File: src/rtl/ocs_pkg.sv
// Purpose: Shared constants for the output clock path select block.
// Assumes: Frequency words are phase increments of a 32-bit accumulator clocked at the system clock.
// Notes:   Words below stand for the documented 204.8 MHz system clock.
package ocs_pkg;
  // Register offsets.
  localparam logic [7:0] ADDR_OUT1_SIG  = 8'h3A;
  localparam logic [7:0] ADDR_FRAME_SRC = 8'h7A;
  localparam logic [7:0] ADDR_PATH_CFG  = 8'h60;
  localparam logic [7:0] ADDR_T0_LF_SEL = 8'h61;
  localparam logic [7:0] ADDR_T4_MUX    = 8'h62;
  localparam logic [7:0] ADDR_T4_RATE   = 8'h63;
  localparam logic [7:0] ADDR_OUT_SEL0  = 8'h64;
  localparam logic [7:0] ADDR_PHASE_OFS = 8'h68;
  localparam logic [7:0] ADDR_STATUS    = 8'h69;
  localparam logic [7:0] ADDR_LF_DIG    = 8'h6A;
  // Field positions.
  localparam int BIT_FRAME_AUX   = 7;
  localparam int BIT_T0_FB_ANA   = 0;
  localparam int BIT_LF_FILT     = 1;
  localparam int BIT_T0_APLL_LF  = 2;
  localparam int BIT_T4_FROM_T0  = 3;
  localparam int BIT_T4_FB_ANA   = 4;
  localparam int BIT_PBO_EN      = 5;
  localparam int BIT_OSEL_AUX    = 4;
  // Reset values.
  localparam logic [7:0] RST_OUT1_SIG = 8'h00;
  localparam logic [7:0] RST_ZERO     = 8'h00;
  // Rate indices and frequency words (f / 204.8 MHz * 2^32).
  localparam int NUM_RATES = 8;
  localparam logic [31:0] WORD_77M76 = 32'h61333333;
  localparam logic [31:0] RATE_WORD [NUM_RATES] = '{32'h61333333, 32'h1EB851EB, 32'h28F5C28F, 32'h2E51EB85,
                                                     32'h1EE147AD, 32'h2AF5C28F, 32'h37EB8619, 32'h61333333};
  // Half period of an 8 kHz frame clock, counted in ticks of each rate.
  localparam logic [12:0] RATE_HALF8K [NUM_RATES] = '{13'h12FC, 13'h0600, 13'h0800, 13'h090C,
                                                       13'h0608, 13'h0864, 13'h0AEC, 13'h12FC};
  // T4 auxiliary mux indices into the rate table.
  localparam logic [2:0] T4_MUX_IDX [5] = '{3'h0, 3'h1, 3'h2, 3'h3, 3'h4};
  // Post-divider taps behind each multiplier.
  localparam int T0_TAPS = 8;
  localparam int T4_TAPS = 7;
  localparam int T0_DIV [T0_TAPS] = '{1, 2, 4, 6, 8, 12, 16, 48};
  localparam int T4_DIV [T4_TAPS] = '{2, 4, 8, 12, 16, 48, 64};
  localparam int APLL_MULT = 4;
  // Output select codes beyond the divider taps.
  localparam logic [3:0] OSEL_DIG1 = 4'h8;
  localparam logic [3:0] OSEL_DIG2 = 4'h9;
  localparam logic [3:0] OSEL_2K   = 4'hA;
  localparam logic [3:0] OSEL_8K   = 4'hB;
  localparam int FB_SHIFT     = 4;
  localparam int NUM_OUTPUTS  = 4;
  localparam int FRAME_DIV2K  = 4;
endpackage

File: src/rtl/ocs_output_clock_path_select.sv
// Purpose: Main and auxiliary synthesis paths, multiplier taps and output clock selection.
// Assumes: All clocks are modelled as accumulator words and ticks on one system clock.
// Notes:   A tap whose frequency reaches half the system clock cannot be built; its synthesizer stops and holds its last level.
//
// The plain strobed port was left to the implementer.
`timescale 1ns/10ps
module ocs_output_clock_path_select
  import ocs_pkg::*;
(
  // Clock, reset, enable
  input  wire logic       i_sys_clk,
  input  wire logic       i_rst_b,
  input  wire logic       i_clk_en,
  // Register port
  input  wire logic [7:0] i_addr,
  input  wire logic [7:0] i_wdata,
  input  wire logic       i_wr,
  input  wire logic       i_rd,
  output logic      [7:0] o_rdata,
  // Phase build-out step from the input alignment logic
  input  wire logic       i_pbo_valid,
  input  wire logic [7:0] i_pbo_step,
  // Clock outputs
  output logic [3:0]      o_main_out,
  output logic            o_out1_pecl_sel,
  output logic            o_frame_sync_8k_out,
  output logic            o_multiframe_sync_2k_out,
  output logic            o_t0_lock_clk,
  output logic            o_t4_lock_clk
);
  logic [7:0]  out1_signalling_select;
  logic [7:0]  frame_src;
  logic [7:0]  path_cfg;
  logic [7:0]  t0_lf_sel;
  logic [7:0]  t4_mux;
  logic [7:0]  t4_rate;
  logic [7:0]  lf_dig;
  logic [7:0]  phase_ofs;
  logic        phase_pend;
  logic [4:0]  out_sel [NUM_OUTPUTS];
  logic [4:0]  out_act [NUM_OUTPUTS];
  logic        lf_src_filt;
  logic [31:0] t0_fb_word;
  logic [31:0] t0_apll_in;
  logic [33:0] t0_apll_word;
  logic [2:0]  t4_rate_idx;
  logic [31:0] t4_fwd_word;
  logic [31:0] t4_apll_in;
  logic [33:0] t4_apll_word;
  logic [31:0] t4_fb_word;
  logic [31:0] lf_feed_word;
  logic        t0_fwd_tick;
  logic        t0_fwd_lvl;
  logic        t0_out_tick;
  logic        t0_out_lvl;
  logic        t4_fwd_tick;
  logic        t4_fwd_lvl;
  logic        lf_feed_tick;
  logic        lf_feed_lvl;
  logic [1:0]  dig_tick;
  logic [1:0]  dig_lvl;
  logic        t0_fb_lvl;
  logic        t4_fb_lvl;
  logic [T0_TAPS-1:0] t0_tap;
  logic [T4_TAPS-1:0] t4_tap;
  logic [12:0] t0_fcnt;
  logic [12:0] t4_fcnt;
  logic        t0_8k;
  logic        t4_8k;
  logic [1:0]  t0_mf;
  logic [1:0]  t4_mf;
  logic        t0_2k;
  logic        t4_2k;
  logic        t0_8k_wrap;
  logic        t4_8k_wrap;
  logic [7:0]  next_rdata;

  // Register writes.
  always_ff @(posedge i_sys_clk or negedge i_rst_b) begin
    if (!i_rst_b) begin
      out1_signalling_select <= RST_OUT1_SIG;
      frame_src              <= RST_ZERO;
      path_cfg               <= RST_ZERO;
      t0_lf_sel              <= RST_ZERO;
      t4_mux                 <= RST_ZERO;
      t4_rate                <= RST_ZERO;
      lf_dig                 <= RST_ZERO;
      phase_ofs              <= RST_ZERO;
    end else if (i_clk_en && i_wr) begin
      case (i_addr)
        ADDR_OUT1_SIG:  out1_signalling_select <= i_wdata;
        ADDR_FRAME_SRC: frame_src              <= i_wdata;
        ADDR_PATH_CFG:  path_cfg               <= i_wdata;
        ADDR_T0_LF_SEL: t0_lf_sel              <= i_wdata;
        ADDR_T4_MUX:    t4_mux                 <= i_wdata;
        ADDR_T4_RATE:   t4_rate                <= i_wdata;
        ADDR_LF_DIG:    lf_dig                 <= i_wdata;
        ADDR_PHASE_OFS: phase_ofs              <= i_wdata;
        default:        ;
      endcase
    end
  end

  // Output select registers; a write only stages the choice.
  genvar go;
  generate
    for (go = 0; go < NUM_OUTPUTS; go++) begin : g_osel
      always_ff @(posedge i_sys_clk or negedge i_rst_b) begin
        if (!i_rst_b) begin
          out_sel[go] <= 5'h00;
        end else if (i_clk_en && i_wr && i_addr == ADDR_OUT_SEL0 + 8'(go)) begin
          out_sel[go] <= i_wdata[4:0];
        end
      end
    end
  endgenerate

  // A phase offset write is applied once to the forward synthesizer.
  always_ff @(posedge i_sys_clk or negedge i_rst_b) begin
    if (!i_rst_b) begin
      phase_pend <= 1'b0;
    end else if (i_clk_en) begin
      phase_pend <= i_wr && i_addr == ADDR_PHASE_OFS;
    end
  end

  // Main path words.
  always_comb begin
    lf_src_filt  = path_cfg[BIT_LF_FILT] && !path_cfg[BIT_T0_APLL_LF];
    lf_feed_word = (t0_lf_sel[2:0] < 3'h5) ? RATE_WORD[t0_lf_sel[2:0]] : WORD_77M76;
    t0_apll_in   = path_cfg[BIT_T0_APLL_LF] ? lf_feed_word : WORD_77M76;
    t0_apll_word = 34'(t0_apll_in) * 34'(APLL_MULT);
    // Filtered copy carries the multiplier input rate: 77.76 MHz, or the low-frequency feed rate while the multiplier is fed from that source.
    t0_fb_word   = path_cfg[BIT_T0_FB_ANA] ? t0_apll_word[33:2] : WORD_77M76;
  end

  // Auxiliary path words.
  always_comb begin
    t4_rate_idx  = t4_rate[2:0];
    t4_fwd_word  = path_cfg[BIT_T4_FROM_T0] ? WORD_77M76 : RATE_WORD[t4_rate_idx];
    t4_apll_in   = (t4_mux[2:0] == 3'h0 || t4_mux[2:0] > 3'h4) ? t4_fwd_word
                 : RATE_WORD[T4_MUX_IDX[t4_mux[2:0]]];
    t4_apll_word = 34'(t4_apll_in) * 34'(APLL_MULT);
    t4_fb_word   = path_cfg[BIT_T4_FB_ANA] ? t4_apll_word[33:2] : t4_fwd_word;
  end

  // Forward synthesizer: fixed 77.76 MHz plus build-out and programmed offset.
  ocs_nco #(.W(32)) u_t0_fwd (
    .i_sys_clk   (i_sys_clk),
    .i_rst_b     (i_rst_b),
    .i_clk_en    (i_clk_en),
    .i_word      (WORD_77M76),
    .i_phase_en  (phase_pend || (i_pbo_valid && path_cfg[BIT_PBO_EN])),
    .i_phase_add (phase_pend ? {phase_ofs, 24'h000000} : {i_pbo_step, 24'h000000}),
    .o_tick      (t0_fwd_tick),
    .o_level     (t0_fwd_lvl)
  );

  // Output synthesizer: same word as the forward one, so locked in frequency.
  ocs_nco #(.W(32)) u_t0_out (
    .i_sys_clk   (i_sys_clk),
    .i_rst_b     (i_rst_b),
    .i_clk_en    (i_clk_en),
    .i_word      (WORD_77M76),
    .i_phase_en  (1'b0),
    .i_phase_add (32'h00000000),
    .o_tick      (t0_out_tick),
    .o_level     (t0_out_lvl)
  );

  ocs_nco #(.W(32)) u_t0_fb (
    .i_sys_clk   (i_sys_clk),
    .i_rst_b     (i_rst_b),
    .i_clk_en    (i_clk_en),
    .i_word      (t0_fb_word >> FB_SHIFT),
    .i_phase_en  (1'b0),
    .i_phase_add (32'h00000000),
    .o_tick      (),
    .o_level     (t0_fb_lvl)
  );

  // Low-frequency synthesizer: multiplier feed plus two digital taps.
  ocs_nco #(.W(32)) u_lf_feed (
    .i_sys_clk   (i_sys_clk),
    .i_rst_b     (i_rst_b),
    .i_clk_en    (i_clk_en),
    .i_word      (lf_feed_word),
    .i_phase_en  (1'b0),
    .i_phase_add (32'h00000000),
    .o_tick      (lf_feed_tick),
    .o_level     (lf_feed_lvl)
  );

  genvar gd;
  generate
    for (gd = 0; gd < 2; gd++) begin : g_dig
      ocs_nco #(.W(32)) u_dig (
        .i_sys_clk   (i_sys_clk),
        .i_rst_b     (i_rst_b),
        .i_clk_en    (i_clk_en),
        .i_word      (RATE_WORD[lf_dig[4*gd +: 3]]),
        .i_phase_en  (1'b0),
        .i_phase_add (32'h00000000),
        .o_tick      (dig_tick[gd]),
        .o_level     (dig_lvl[gd])
      );
    end
  endgenerate

  // Auxiliary forward and feedback synthesizers; no phase input at all.
  ocs_nco #(.W(32)) u_t4_fwd (
    .i_sys_clk   (i_sys_clk),
    .i_rst_b     (i_rst_b),
    .i_clk_en    (i_clk_en),
    .i_word      (t4_fwd_word),
    .i_phase_en  (1'b0),
    .i_phase_add (32'h00000000),
    .o_tick      (t4_fwd_tick),
    .o_level     (t4_fwd_lvl)
  );

  ocs_nco #(.W(32)) u_t4_fb (
    .i_sys_clk   (i_sys_clk),
    .i_rst_b     (i_rst_b),
    .i_clk_en    (i_clk_en),
    .i_word      (t4_fb_word >> FB_SHIFT),
    .i_phase_en  (1'b0),
    .i_phase_add (32'h00000000),
    .o_tick      (),
    .o_level     (t4_fb_lvl)
  );

  // Post-divider taps: each is its own synthesizer at multiplier word over the divisor.
  genvar gt;
  generate
    for (gt = 0; gt < T0_TAPS; gt++) begin : g_t0_tap
      logic [33:0] tap_word;
      assign tap_word = t0_apll_word / 34'(T0_DIV[gt]);
      ocs_nco #(.W(32)) u_tap (
        .i_sys_clk   (i_sys_clk),
        .i_rst_b     (i_rst_b),
        .i_clk_en    (i_clk_en && tap_word < 34'h080000000),
        .i_word      (tap_word[31:0]),
        .i_phase_en  (1'b0),
        .i_phase_add (32'h00000000),
        .o_tick      (),
        .o_level     (t0_tap[gt])
      );
    end
    for (gt = 0; gt < T4_TAPS; gt++) begin : g_t4_tap
      logic [33:0] tap_word;
      assign tap_word = t4_apll_word / 34'(T4_DIV[gt]);
      ocs_nco #(.W(32)) u_tap (
        .i_sys_clk   (i_sys_clk),
        .i_rst_b     (i_rst_b),
        .i_clk_en    (i_clk_en && tap_word < 34'h080000000),
        .i_word      (tap_word[31:0]),
        .i_phase_en  (1'b0),
        .i_phase_add (32'h00000000),
        .o_tick      (),
        .o_level     (t4_tap[gt])
      );
    end
  endgenerate

  // Frame dividers: 8 kHz toggles every half period of ticks, 2 kHz every fourth toggle.
  assign t0_8k_wrap = t0_out_tick && t0_fcnt == RATE_HALF8K[0] - 13'h0001;
  assign t4_8k_wrap = t4_fwd_tick && t4_fcnt == RATE_HALF8K[path_cfg[BIT_T4_FROM_T0] ? 3'h0 : t4_rate_idx] - 13'h0001;

  always_ff @(posedge i_sys_clk or negedge i_rst_b) begin
    if (!i_rst_b) begin
      t0_fcnt <= 13'h0000;
      t0_8k   <= 1'b0;
      t0_mf   <= 2'h0;
      t0_2k   <= 1'b0;
    end else if (i_clk_en && t0_out_tick) begin
      t0_fcnt <= t0_8k_wrap ? 13'h0000 : t0_fcnt + 13'h0001;
      if (t0_8k_wrap) begin
        t0_8k <= !t0_8k;
        t0_mf <= t0_mf + 2'h1;
        if (t0_mf == 2'(FRAME_DIV2K - 1)) begin
          t0_2k <= !t0_2k;
        end
      end
    end
  end

  always_ff @(posedge i_sys_clk or negedge i_rst_b) begin
    if (!i_rst_b) begin
      t4_fcnt <= 13'h0000;
      t4_8k   <= 1'b0;
      t4_mf   <= 2'h0;
      t4_2k   <= 1'b0;
    end else if (i_clk_en && t4_fwd_tick) begin
      t4_fcnt <= t4_8k_wrap ? 13'h0000 : t4_fcnt + 13'h0001;
      if (t4_8k_wrap) begin
        t4_8k <= !t4_8k;
        t4_mf <= t4_mf + 2'h1;
        if (t4_mf == 2'(FRAME_DIV2K - 1)) begin
          t4_2k <= !t4_2k;
        end
      end
    end
  end

  // Dedicated sync outputs never look at the auxiliary path.
  always_ff @(posedge i_sys_clk or negedge i_rst_b) begin
    if (!i_rst_b) begin
      o_frame_sync_8k_out      <= 1'b0;
      o_multiframe_sync_2k_out <= 1'b0;
      o_out1_pecl_sel          <= 1'b0;
      o_t0_lock_clk            <= 1'b0;
      o_t4_lock_clk            <= 1'b0;
    end else if (i_clk_en) begin
      o_frame_sync_8k_out      <= t0_8k;
      o_multiframe_sync_2k_out <= t0_2k;
      o_out1_pecl_sel          <= out1_signalling_select[0];
      o_t0_lock_clk            <= t0_fb_lvl;
      o_t4_lock_clk            <= t4_fb_lvl;
    end
  end

  // Main output muxes. Staged choices are taken only while the output sits low,
  // which trades a delay of up to half a period for freedom from runt pulses.
  function automatic logic pick(input logic [4:0] sel, input logic [T0_TAPS-1:0] t0, input logic [T4_TAPS-1:0] t4,
                                input logic [1:0] dg, input logic aux_frame, input logic k2_0, input logic k8_0,
                                input logic k2_4, input logic k8_4);
    logic r;
    r = 1'b0;
    case (sel[3:0])
      OSEL_DIG1: r = dg[0];
      OSEL_DIG2: r = dg[1];
      OSEL_2K:   r = aux_frame ? k2_4 : k2_0;
      OSEL_8K:   r = aux_frame ? k8_4 : k8_0;
      default: begin
        if (sel[BIT_OSEL_AUX]) begin
          r = (sel[2:0] < 3'(T4_TAPS)) ? t4[sel[2:0]] : 1'b0;
        end else begin
          r = t0[sel[2:0]];
        end
      end
    endcase
    return r;
  endfunction

  generate
    for (go = 0; go < NUM_OUTPUTS; go++) begin : g_out
      always_ff @(posedge i_sys_clk or negedge i_rst_b) begin
        if (!i_rst_b) begin
          out_act[go]    <= 5'h00;
          o_main_out[go] <= 1'b0;
        end else if (i_clk_en) begin
          if (!o_main_out[go]) begin
            out_act[go] <= out_sel[go];
          end
          o_main_out[go] <= pick(out_act[go], t0_tap, t4_tap, dig_lvl, frame_src[BIT_FRAME_AUX],
                                 t0_2k, t0_8k, t4_2k, t4_8k);
        end
      end
    end
  endgenerate

  // Read port; unmapped addresses read zero.
  always_comb begin
    next_rdata = 8'h00;
    case (i_addr)
      ADDR_OUT1_SIG:  next_rdata = out1_signalling_select;
      ADDR_FRAME_SRC: next_rdata = frame_src;
      ADDR_PATH_CFG:  next_rdata = path_cfg;
      ADDR_T0_LF_SEL: next_rdata = t0_lf_sel;
      ADDR_T4_MUX:    next_rdata = t4_mux;
      ADDR_T4_RATE:   next_rdata = t4_rate;
      ADDR_LF_DIG:    next_rdata = lf_dig;
      ADDR_PHASE_OFS: next_rdata = phase_ofs;
      ADDR_STATUS:    next_rdata = {lf_src_filt, t4_2k, t4_8k, 1'b0, o_main_out};
      default: begin
        if (i_addr >= ADDR_OUT_SEL0 && i_addr < ADDR_OUT_SEL0 + 8'(NUM_OUTPUTS)) begin
          next_rdata = {3'h0, out_sel[i_addr[1:0]]};
        end
      end
    endcase
  end

  always_ff @(posedge i_sys_clk or negedge i_rst_b) begin
    if (!i_rst_b) begin
      o_rdata <= 8'h00;
    end else if (i_clk_en) begin
      o_rdata <= i_rd ? next_rdata : 8'h00;
    end
  end
endmodule

File: src/rtl/ocs_nco.sv
// Purpose: Digital frequency synthesizer built as a phase accumulator on the system clock.
// Assumes: Word below 2^31 so that every output edge is a separate system clock edge.
// Notes:   Output edges can only fall on system clock edges, so jitter is one clock period.
`timescale 1ns/10ps
module ocs_nco
  import ocs_pkg::*;
#(
  parameter int W = 32
) (
  // Clock and reset
  input  wire logic         i_sys_clk,
  input  wire logic         i_rst_b,
  input  wire logic         i_clk_en,
  // Control
  input  wire logic [W-1:0] i_word,
  input  wire logic         i_phase_en,
  input  wire logic [W-1:0] i_phase_add,
  // Synthesized clock
  output logic              o_tick,
  output logic              o_level
);
  logic [W-1:0] acc;
  logic [W:0]   next_acc;

  always_comb begin
    next_acc = {1'b0, acc} + {1'b0, i_word} + (i_phase_en ? {1'b0, i_phase_add} : {(W+1){1'b0}});
  end

  always_ff @(posedge i_sys_clk or negedge i_rst_b) begin
    if (!i_rst_b) begin
      acc     <= '0;
      o_tick  <= 1'b0;
      o_level <= 1'b0;
    end else if (i_clk_en) begin
      acc     <= next_acc[W-1:0];
      o_tick  <= next_acc[W];
      o_level <= next_acc[W-1];
    end
  end
endmodule

File: config.mk
export PLATFORM = sky130hd
export DESIGN_NAME = ocs_output_clock_path_select
export DESIGN_NICKNAME = d
export VERILOG_FILES = /design/src/rtl/ocs_pkg.sv /design/src/rtl/ocs_output_clock_path_select.sv /design/src/rtl/ocs_nco.sv
export SDC_FILE = /design/constraint.sdc
export NUM_CORES = 2
export LEC_CHECK = 0
export BUFFER_PORTS_ARGS = -buffer_cell sky130_fd_sc_hd__buf_2
export CAP_MARGIN = 20
export CORE_UTILIZATION = 50
export DETAILED_ROUTE_END_ITERATION = 8
export GPL_ROUTABILITY_DRIVEN = 1
export PLACE_DENSITY = 0.65
export SYNTH_ARGS = -nofsm -noshare
export SYNTH_HDL_FRONTEND = slang
export SYNTH_SLANG_ARGS = --single-unit
File: constraint.sdc
create_clock -name i_sys_clk -period 26.6 [get_ports i_sys_clk]
set_input_delay 7.98 -clock i_sys_clk [delete_from_list [all_inputs] [get_ports i_sys_clk]]
set_output_delay 7.98 -clock i_sys_clk [all_outputs]
set_load 0.02 [all_outputs]
Word level (Yosys, flattened, before mapping)
Memories as Yosys holds them, arrays and structs flattened.
Index checks and enable logic that the tools add are counted.

storage, ports and cells
  input bits = 30
  bits in registers = 848
  ROM bits = 1,408
  memories = 7
  word-level logic and storage cells = 302

operators by class
  reduce and logical (&&, ||, !) cells = 49
  div/mod/pow operators = 5
  equal/unequal tests = 33
  order comparisons = 35
  bitwise logic cells = 12
  add/subtract/negate cells = 26
  muxes and demuxes = 59

memory list
  name              words  width  rd ports  clocked after memory_dff  write ports  RTL line                             RTL
  (name not given)  8      32     1         0                         0            ocs_output_clock_path_select.sv:201  .i_word (RATE_WORD[lf_dig[4*gd +: 3]]),
  (name not given)  8      32     1         0                         0            ocs_output_clock_path_select.sv:201
  (name not given)  8      32     1         0                         0            ocs_output_clock_path_select.sv:142  : RATE_WORD[T4_MUX_IDX[t4_mux[2:0]]];
  (name not given)  8      32     1         0                         0            ocs_output_clock_path_select.sv:140  t4_fwd_word = path_cfg[BIT_T4_FROM_T0] ? WORD_77M76 : RATE_WORD[t4_rate_idx];
  (name not given)  8      32     1         0                         0            ocs_output_clock_path_select.sv:130  lf_feed_word = (t0_lf_sel[2:0] < 3'h5) ? RATE_WORD[t0_lf_sel[2:0]] : WORD_77M76;
  (name not given)  8      13     1         0                         0            ocs_output_clock_path_select.sv:268  assign t4_8k_wrap = t4_fwd_tick && t4_fcnt == RATE_HALF8K[path_cfg[BIT_T4_FROM_T0] ? 3'h0 : t4_rate_idx] - 13' ...
  +1 memories       -      -      -         -                         -            -

operator list
  cell                                                          count
  two-way mux 32 bit                                            16
  adder 32 bit                                                  12
  less-than comparator 34 x 32 -> 1 bit, second input constant  6
  adder 32 x 28 -> 32 bit                                       3
  equality test 8 x 7 -> 1 bit, second input constant           12
  case mux 8 bit (9 select lines)                               1
  divider 34 x 4 -> 34 bit, second input constant               2
  divider 34 x 6 -> 34 bit, second input constant               2
  less-than comparator 33 x 32 -> 1 bit, second input constant  2
  adder 32 x 30 -> 32 bit                                       2
  adder 32 x 31 -> 32 bit                                       2
  equality test 4 bit, second input constant                    16
  less-than comparator 30 x 32 -> 1 bit, second input constant  2
  less-than comparator 31 x 32 -> 1 bit, second input constant  2
  less-than comparator 32 bit, second input constant            2
  two-way mux 13 bit                                            4
  divider 34 x 3 -> 34 bit, second input constant               1
  adder 32 x 31 -> 33 bit, second input constant                1
  adder 32 x 32 -> 33 bit                                       1
  less-than comparator 28 x 32 -> 1 bit, second input constant  1
  >= comparator 4 bit, second input constant                    7
  inverter 3 -> 4 bit                                           7
  AND reduction 2 bit                                           14
  adder 13 x 1 -> 13 bit, second input constant                 2
  26 further kinds                                              99

Longest topological paths before layout
  depth after elaboration = 12
  depth in mapped cells = 112
  gate-level depth less buffers = 98

Modules after synthesis
A second synthesis with hierarchy kept.

second synthesis, totals
  cells, all modules = 11,748
  area, all modules = 103,804.6 um^2

by module, submodules not included
  module                           sequential area each (um^2)  area each (um^2)  instances  cells each
  ocs_nco (g_t0_tap[7].u_tap ...)  825.8                        3,946.3           11         428
  ocs_nco (g_dig[0].u_dig ...)     825.8                        3,887.5           8          419
  ocs_output_clock_path_select     3,878.7                      21,410.5          1          2,832
  ocs_nco (g_t0_tap[6].u_tap)      825.8                        4,057.6           1          445
  ocs_nco (u_t4_fwd)               825.8                        3,827.4           1          411

Worst setup path after synthesis
OpenSTA, ideal clock, no wires.

  path kind = reg2reg
  start point = reg t0_lf_sel[1]
  end point = reg g_t0_tap[3].u_tap.acc[31]
  path buffers = 11
  period minus slack after synthesis = 19.256 ns
  cell stages (with the launch flop) = 103
  required time = 26.520 ns
  library setup time = 0.080 ns
  arrival time = 19.176 ns
  slack = 7.344 ns
  cell sequence = dfrtp_1 > buf_2 > inv_1 > ha_1 > buf_2 > mux2_2 > nor3_1 > inv_2 > ha_1 > and3_1 > clkbuf_1 > a32oi_1 > nand4b_1 > nor4_2 > or3_4 > and3_1 > buf_6 > a21o_1 > [... 67 more ...] > o21bai_1 > a21oi_1 > o21bai_1 > a21oi_1 > o21bai_1 > a21oi_1 > o21bai_1 > a21oi_1 > o21bai_1 > a21oi_1 > nor2b_1 > o21a_1 > o21a_1 > o21a_1 > o21a_1 > o21a_1 > o21ai_0 > xnor2_1

between the ends
  word-level cells in the longest chain between the ends = 9
  elaborated cells on any way between the ends = 11
  classes of those cells = 1 x add/sub; 1 x div; 2 x order compare; 4 x mux; 1 x bitwise; 1 x reduce/logical; 1 x memory

RTL lines
  item                                                   RTL line                             RTL
  start, declared                                        ocs_output_clock_path_select.sv:34   logic [7:0] t0_lf_sel;
  start signal, assigned                                 ocs_output_clock_path_select.sv:94   ADDR_T0_LF_SEL: t0_lf_sel <= i_wdata;
  inverter 3 -> 4 bit (implied by the code)              ocs_output_clock_path_select.sv:130
  memory (8 x 32 bit)                                    -
  two-way mux 32 bit (implied by the code) (2 in a row)  ocs_output_clock_path_select.sv:130
  two-way mux 32 bit (*)                                 ocs_output_clock_path_select.sv:130
  two-way mux 32 bit (*)                                 ocs_output_clock_path_select.sv:131  t0_apll_in = path_cfg[BIT_T0_APLL_LF] ? lf_feed_word : WORD_77M76;
  divider 34 x 3 -> 34 bit (*)                           ocs_output_clock_path_select.sv:238  assign tap_word = t0_apll_word / 34'(T0_DIV[gt]);
  less-than comparator 34 x 32 -> 1 bit                  ocs_output_clock_path_select.sv:242  .i_clk_en (i_clk_en && tap_word < 34'h080000000),
  logical AND 1 bit                                      ocs_output_clock_path_select.sv:242
  end signal, assigned                                   ocs_nco.sv:35                        acc <= next_acc[W-1:0];
  end, declared                                          ocs_nco.sv:22                        logic [W-1:0] acc;

Every way passes the cells marked *; elsewhere a longest branch is shown, timed or not. The select of a mux whose other input is x is not followed.
A chain may end at the register's enable or synchronous reset.

Worst setup path after layout
  start point = reg t0_lf_sel[0]
  end point = reg g_t0_tap[3].u_tap.acc[31]

The elaborated chain is that of the path after synthesis.

==> results.toml <==
[timing]
slew_headroom = 0.3279
fin_setup_tns_ns = 0
finalHoldViolCount = 0
fmax_mhz = 41.02
tightestPinTransition_ns = 0.9975
drv_slew = 0
fin_worst_skew_ns = 0.04161
timing.final.crit_share = 0.9166
setup_slack_ns = 2.219
setup_violations = 0
fin_crit_ns = 24.38
grt_setup_unrepaired = "no"

[detailed_routing]
firstDrtPassIters = 6
drt-initial-drc-count = 3506
route.detailed.drc = 0
num_vias = 54080
antenna_left = 0
wl_mm = 165.6
via_per_inst = 5.892
routedWlPerCell_um = 18.04

[yosys]
synth-edff-count = 0
synthArstFlopShare = 1.000
muxShareOfSynthArea = 0.1165
ys_seq_area_frac = 0.3003
yosys-top-cells-count = "dfrtp_1 (825), a21oi_1 (677), ha_1 (638), xnor2_1 (595), mux2_2 (586)"
synth_ff_type = "dfrtp_1"
synth_compound_area_frac = 0.2147
synth_top_family_by_area = "compound AO/OA/AOI/OAI gates"
ys_types = 141
syn-cell-area_mm2 = 0.06874
synth_xor_area_frac = 0.09589
avgSynthCellArea_um2 = 9.273
ys_ff_latch = 825
synth_top_cell_by_area = "dfrtp_1"
synth_cells = 7413
synth_fp_nets = 8101
yosysMostFrequentCell = "dfrtp_1"
synth_fa_ha_area_frac = 0.1230
synth_warnings = 0
ys_top_cells_by_area = "dfrtp_1 (30%), ha_1 (12%), mux2_2 (9.6%)"
synth_top_area_share = 0.3003
yosys.area_share.simple = 0.1022

[placed_design]
gp_congestion = 0.9004
post-place-ws_ns = 2.314
dp_hpwl_mm = 118.1
numPortBuffers = 37

[floorplanning]
die_w_um = 372.8
start_util = 0.5055
die_h_um = 372.8
die-area_mm2 = 0.1390
io_pins = 47
std_cell_rows = 135
coreArea_mm2 = 0.1360

[grt]
antenna_found_initial = 1
grt_max_degree = 149
first_global_vias = 54570
grt_pass1_wl_mm = 276.3
grt_use_total = 0.2370
grt.overflow.total = 0

[setup_path]
slowest_stage = "dfrtp_1"
cpPeakStageDelay_ns = 0.74
crit_path_frequent_cell = "a21oi_1"
critical_path_arrival_ns = 24.98
startpoint_type = "register"
critical_path_class = "reg2reg"
crit_fanout = 16
required_ns = 27.20
end_kind = "register"

[power]
irDropWorstVdd_v = 0.0001131
pwr_density_cell_mw_per_mm2 = 137.3
cellLeakagePower_uw = 0.03349

[clock_tree]
cts_tree = "built"
htreeDepth = 3
cts_root_buf = "clkbuf_16"
cts_buffer_depth = 3
clk_pin_slew_ns = 0.06
clk_latency_ns = 0.72
numCtsBuffers = 94
cts_sinks = 825

[cells_and_area]
area_growth_pct = 7.610
final_util = 0.5440
drive_above_1_share = 0.1417
final_nets = 8006

[flow_run]
maxCapViolCount = 0

[hold_path]
hold_class = "reg2reg"

[run_status]
status = "completed"
[worst paths after layout]
path	startpoint	to	slack [ns]	cells past startpoint
setup / recovery	t0_lf_sel[0]	g_t0_tap[3].u_tap.acc[31]	2.22	94
hold / removal	u_t0_out.acc[0]	u_t0_out.acc[0]	0.46	1
setup reg to reg	t0_lf_sel[0]	g_t0_tap[3].u_tap.acc[31]	2.22	94
hold reg to reg	u_t0_out.acc[0]	u_t0_out.acc[0]	0.46	1
max in group asynchronous	i_rst_b	g_t4_tap[2].u_tap.acc[23]	15.50	5
min in group asynchronous	i_rst_b	u_t0_fb.acc[2]	7.30	1
[report_power, final]
group	leakage [uW]	total (uW)	internal [uW]	switching [uW]
Sequential	0.0102	2100	1780	321
Combinational	0.0216	6620	3130	3490
Clock	0.00168	1430	861	571
Total	0.0335	10200	5770	4380
[registers in the layout, indices dropped and copies added, names as in the netlist, 13 cells and up]
name,cells
t4_fcnt,13
g_t0_tap.u_tap.acc,251
u_t4_fwd.acc,32
g_dig.u_dig.acc,64
g_t4_tap.u_tap.acc,218
u_t4_fb.acc,32
u_t0_out.acc,32
out_sel,20
t0_fcnt,13
out_act,20
u_t0_fb.acc,31
[layout make-up]
type                            count  area (um2)
Antenna cell                        1       2.502
Timing Repair Buffer              108       773.2
Clock buffer                      134        2754
Tap cell                         1781        2228
Clock inverter                     41       671.9
Fill cell                       11990       62000
Multi-Input combinational cell   5762       44900
Sequential cell                   825       20640
Inverter                          527        2001
[critical path: cells and delay by family, from the launching register on]
family                     cells  cell delay, ns
AOI/OAI and AO/OA             47            9.95
xor gates and xnor gates       2            0.30
adders and majority gates      5            1.65
buffers and inverters          8            1.38
DFF                            1            0.74
muxes                          3            1.09
and+or+nand+nor               29            9.09
[stage by stage]
stage                     total power, uW  hold WS (ns)  instances  instance area (um2)
after floorplan                      7491        0.4395       7413                68740
after global placement               8380        0.4536       9002                70530
final                               10150        0.4634       9179                73970
after global routing                11090        0.4809       9178                73970
after CTS                           10190        0.4689       9177                73960
after detailed placement             8693        0.4572       9002                70530
[cell families (layout without fill, tap and decap cells)]
family / Yosys count / after routing
other: 0 / 1
buffers and inverters: 826 / 810
muxes: 690 / 690
xor gates and xnor gates: 747 / 747
adders and majority gates: 665 / 665
AOI/OAI and AO/OA: 2210 / 2210
and+or+nand+nor: 1450 / 1450
DFF: 825 / 825
[cell usage in the layout, fill, tap and decap left out, types with 46 or more instances in the layout]
cell type / netlist / routed
a211oi_1: 46 / 46
a21o_1: 188 / 188
a21oi_1: 677 / 676
a31oi_1: 57 / 57
buf_4: 7 / 67
clkbuf_16: 0 / 95
dfrtp_1: 825 / 825
ha_1: 638 / 638
inv_1: 508 / 506
mux2_2: 586 / 586
mux2i_1: 68 / 68
nand2_1: 451 / 449
nand2b_1: 51 / 51
nand3_1: 126 / 125
nor2_1: 347 / 347
nor2b_1: 61 / 61
nor3_1: 143 / 142
o211ai_1: 56 / 56
o21a_1: 104 / 104
o21ai_0: 274 / 273
o21bai_1: 410 / 410
xnor2_1: 595 / 595
xor2_1: 147 / 147
[per-layer routing]
| metal | global-route usage | vias to the layer above | wire length (um) |
|---|---|---|---|
| met2 | 0.4103 | 1045 | 79570 |
| met3 | 0.02604 | 252 | 6573 |
| met5 | 0 | - | 20 |
| met1 | 0.3112 | 26250 | 75080 |
| li1 | - | 26530 | - |
| met4 | 0.06674 | 2 | 4332 |
[what timing repair did]
action / 4_1_cts / 5_1_grt
setup endpoints to repair: 0 / 1
gates resized for setup: 0 / 1
hold buffers: 0 / 0
buffers inserted: 0 / 0
Note: power is estimated with default switching activity, not from simulation.
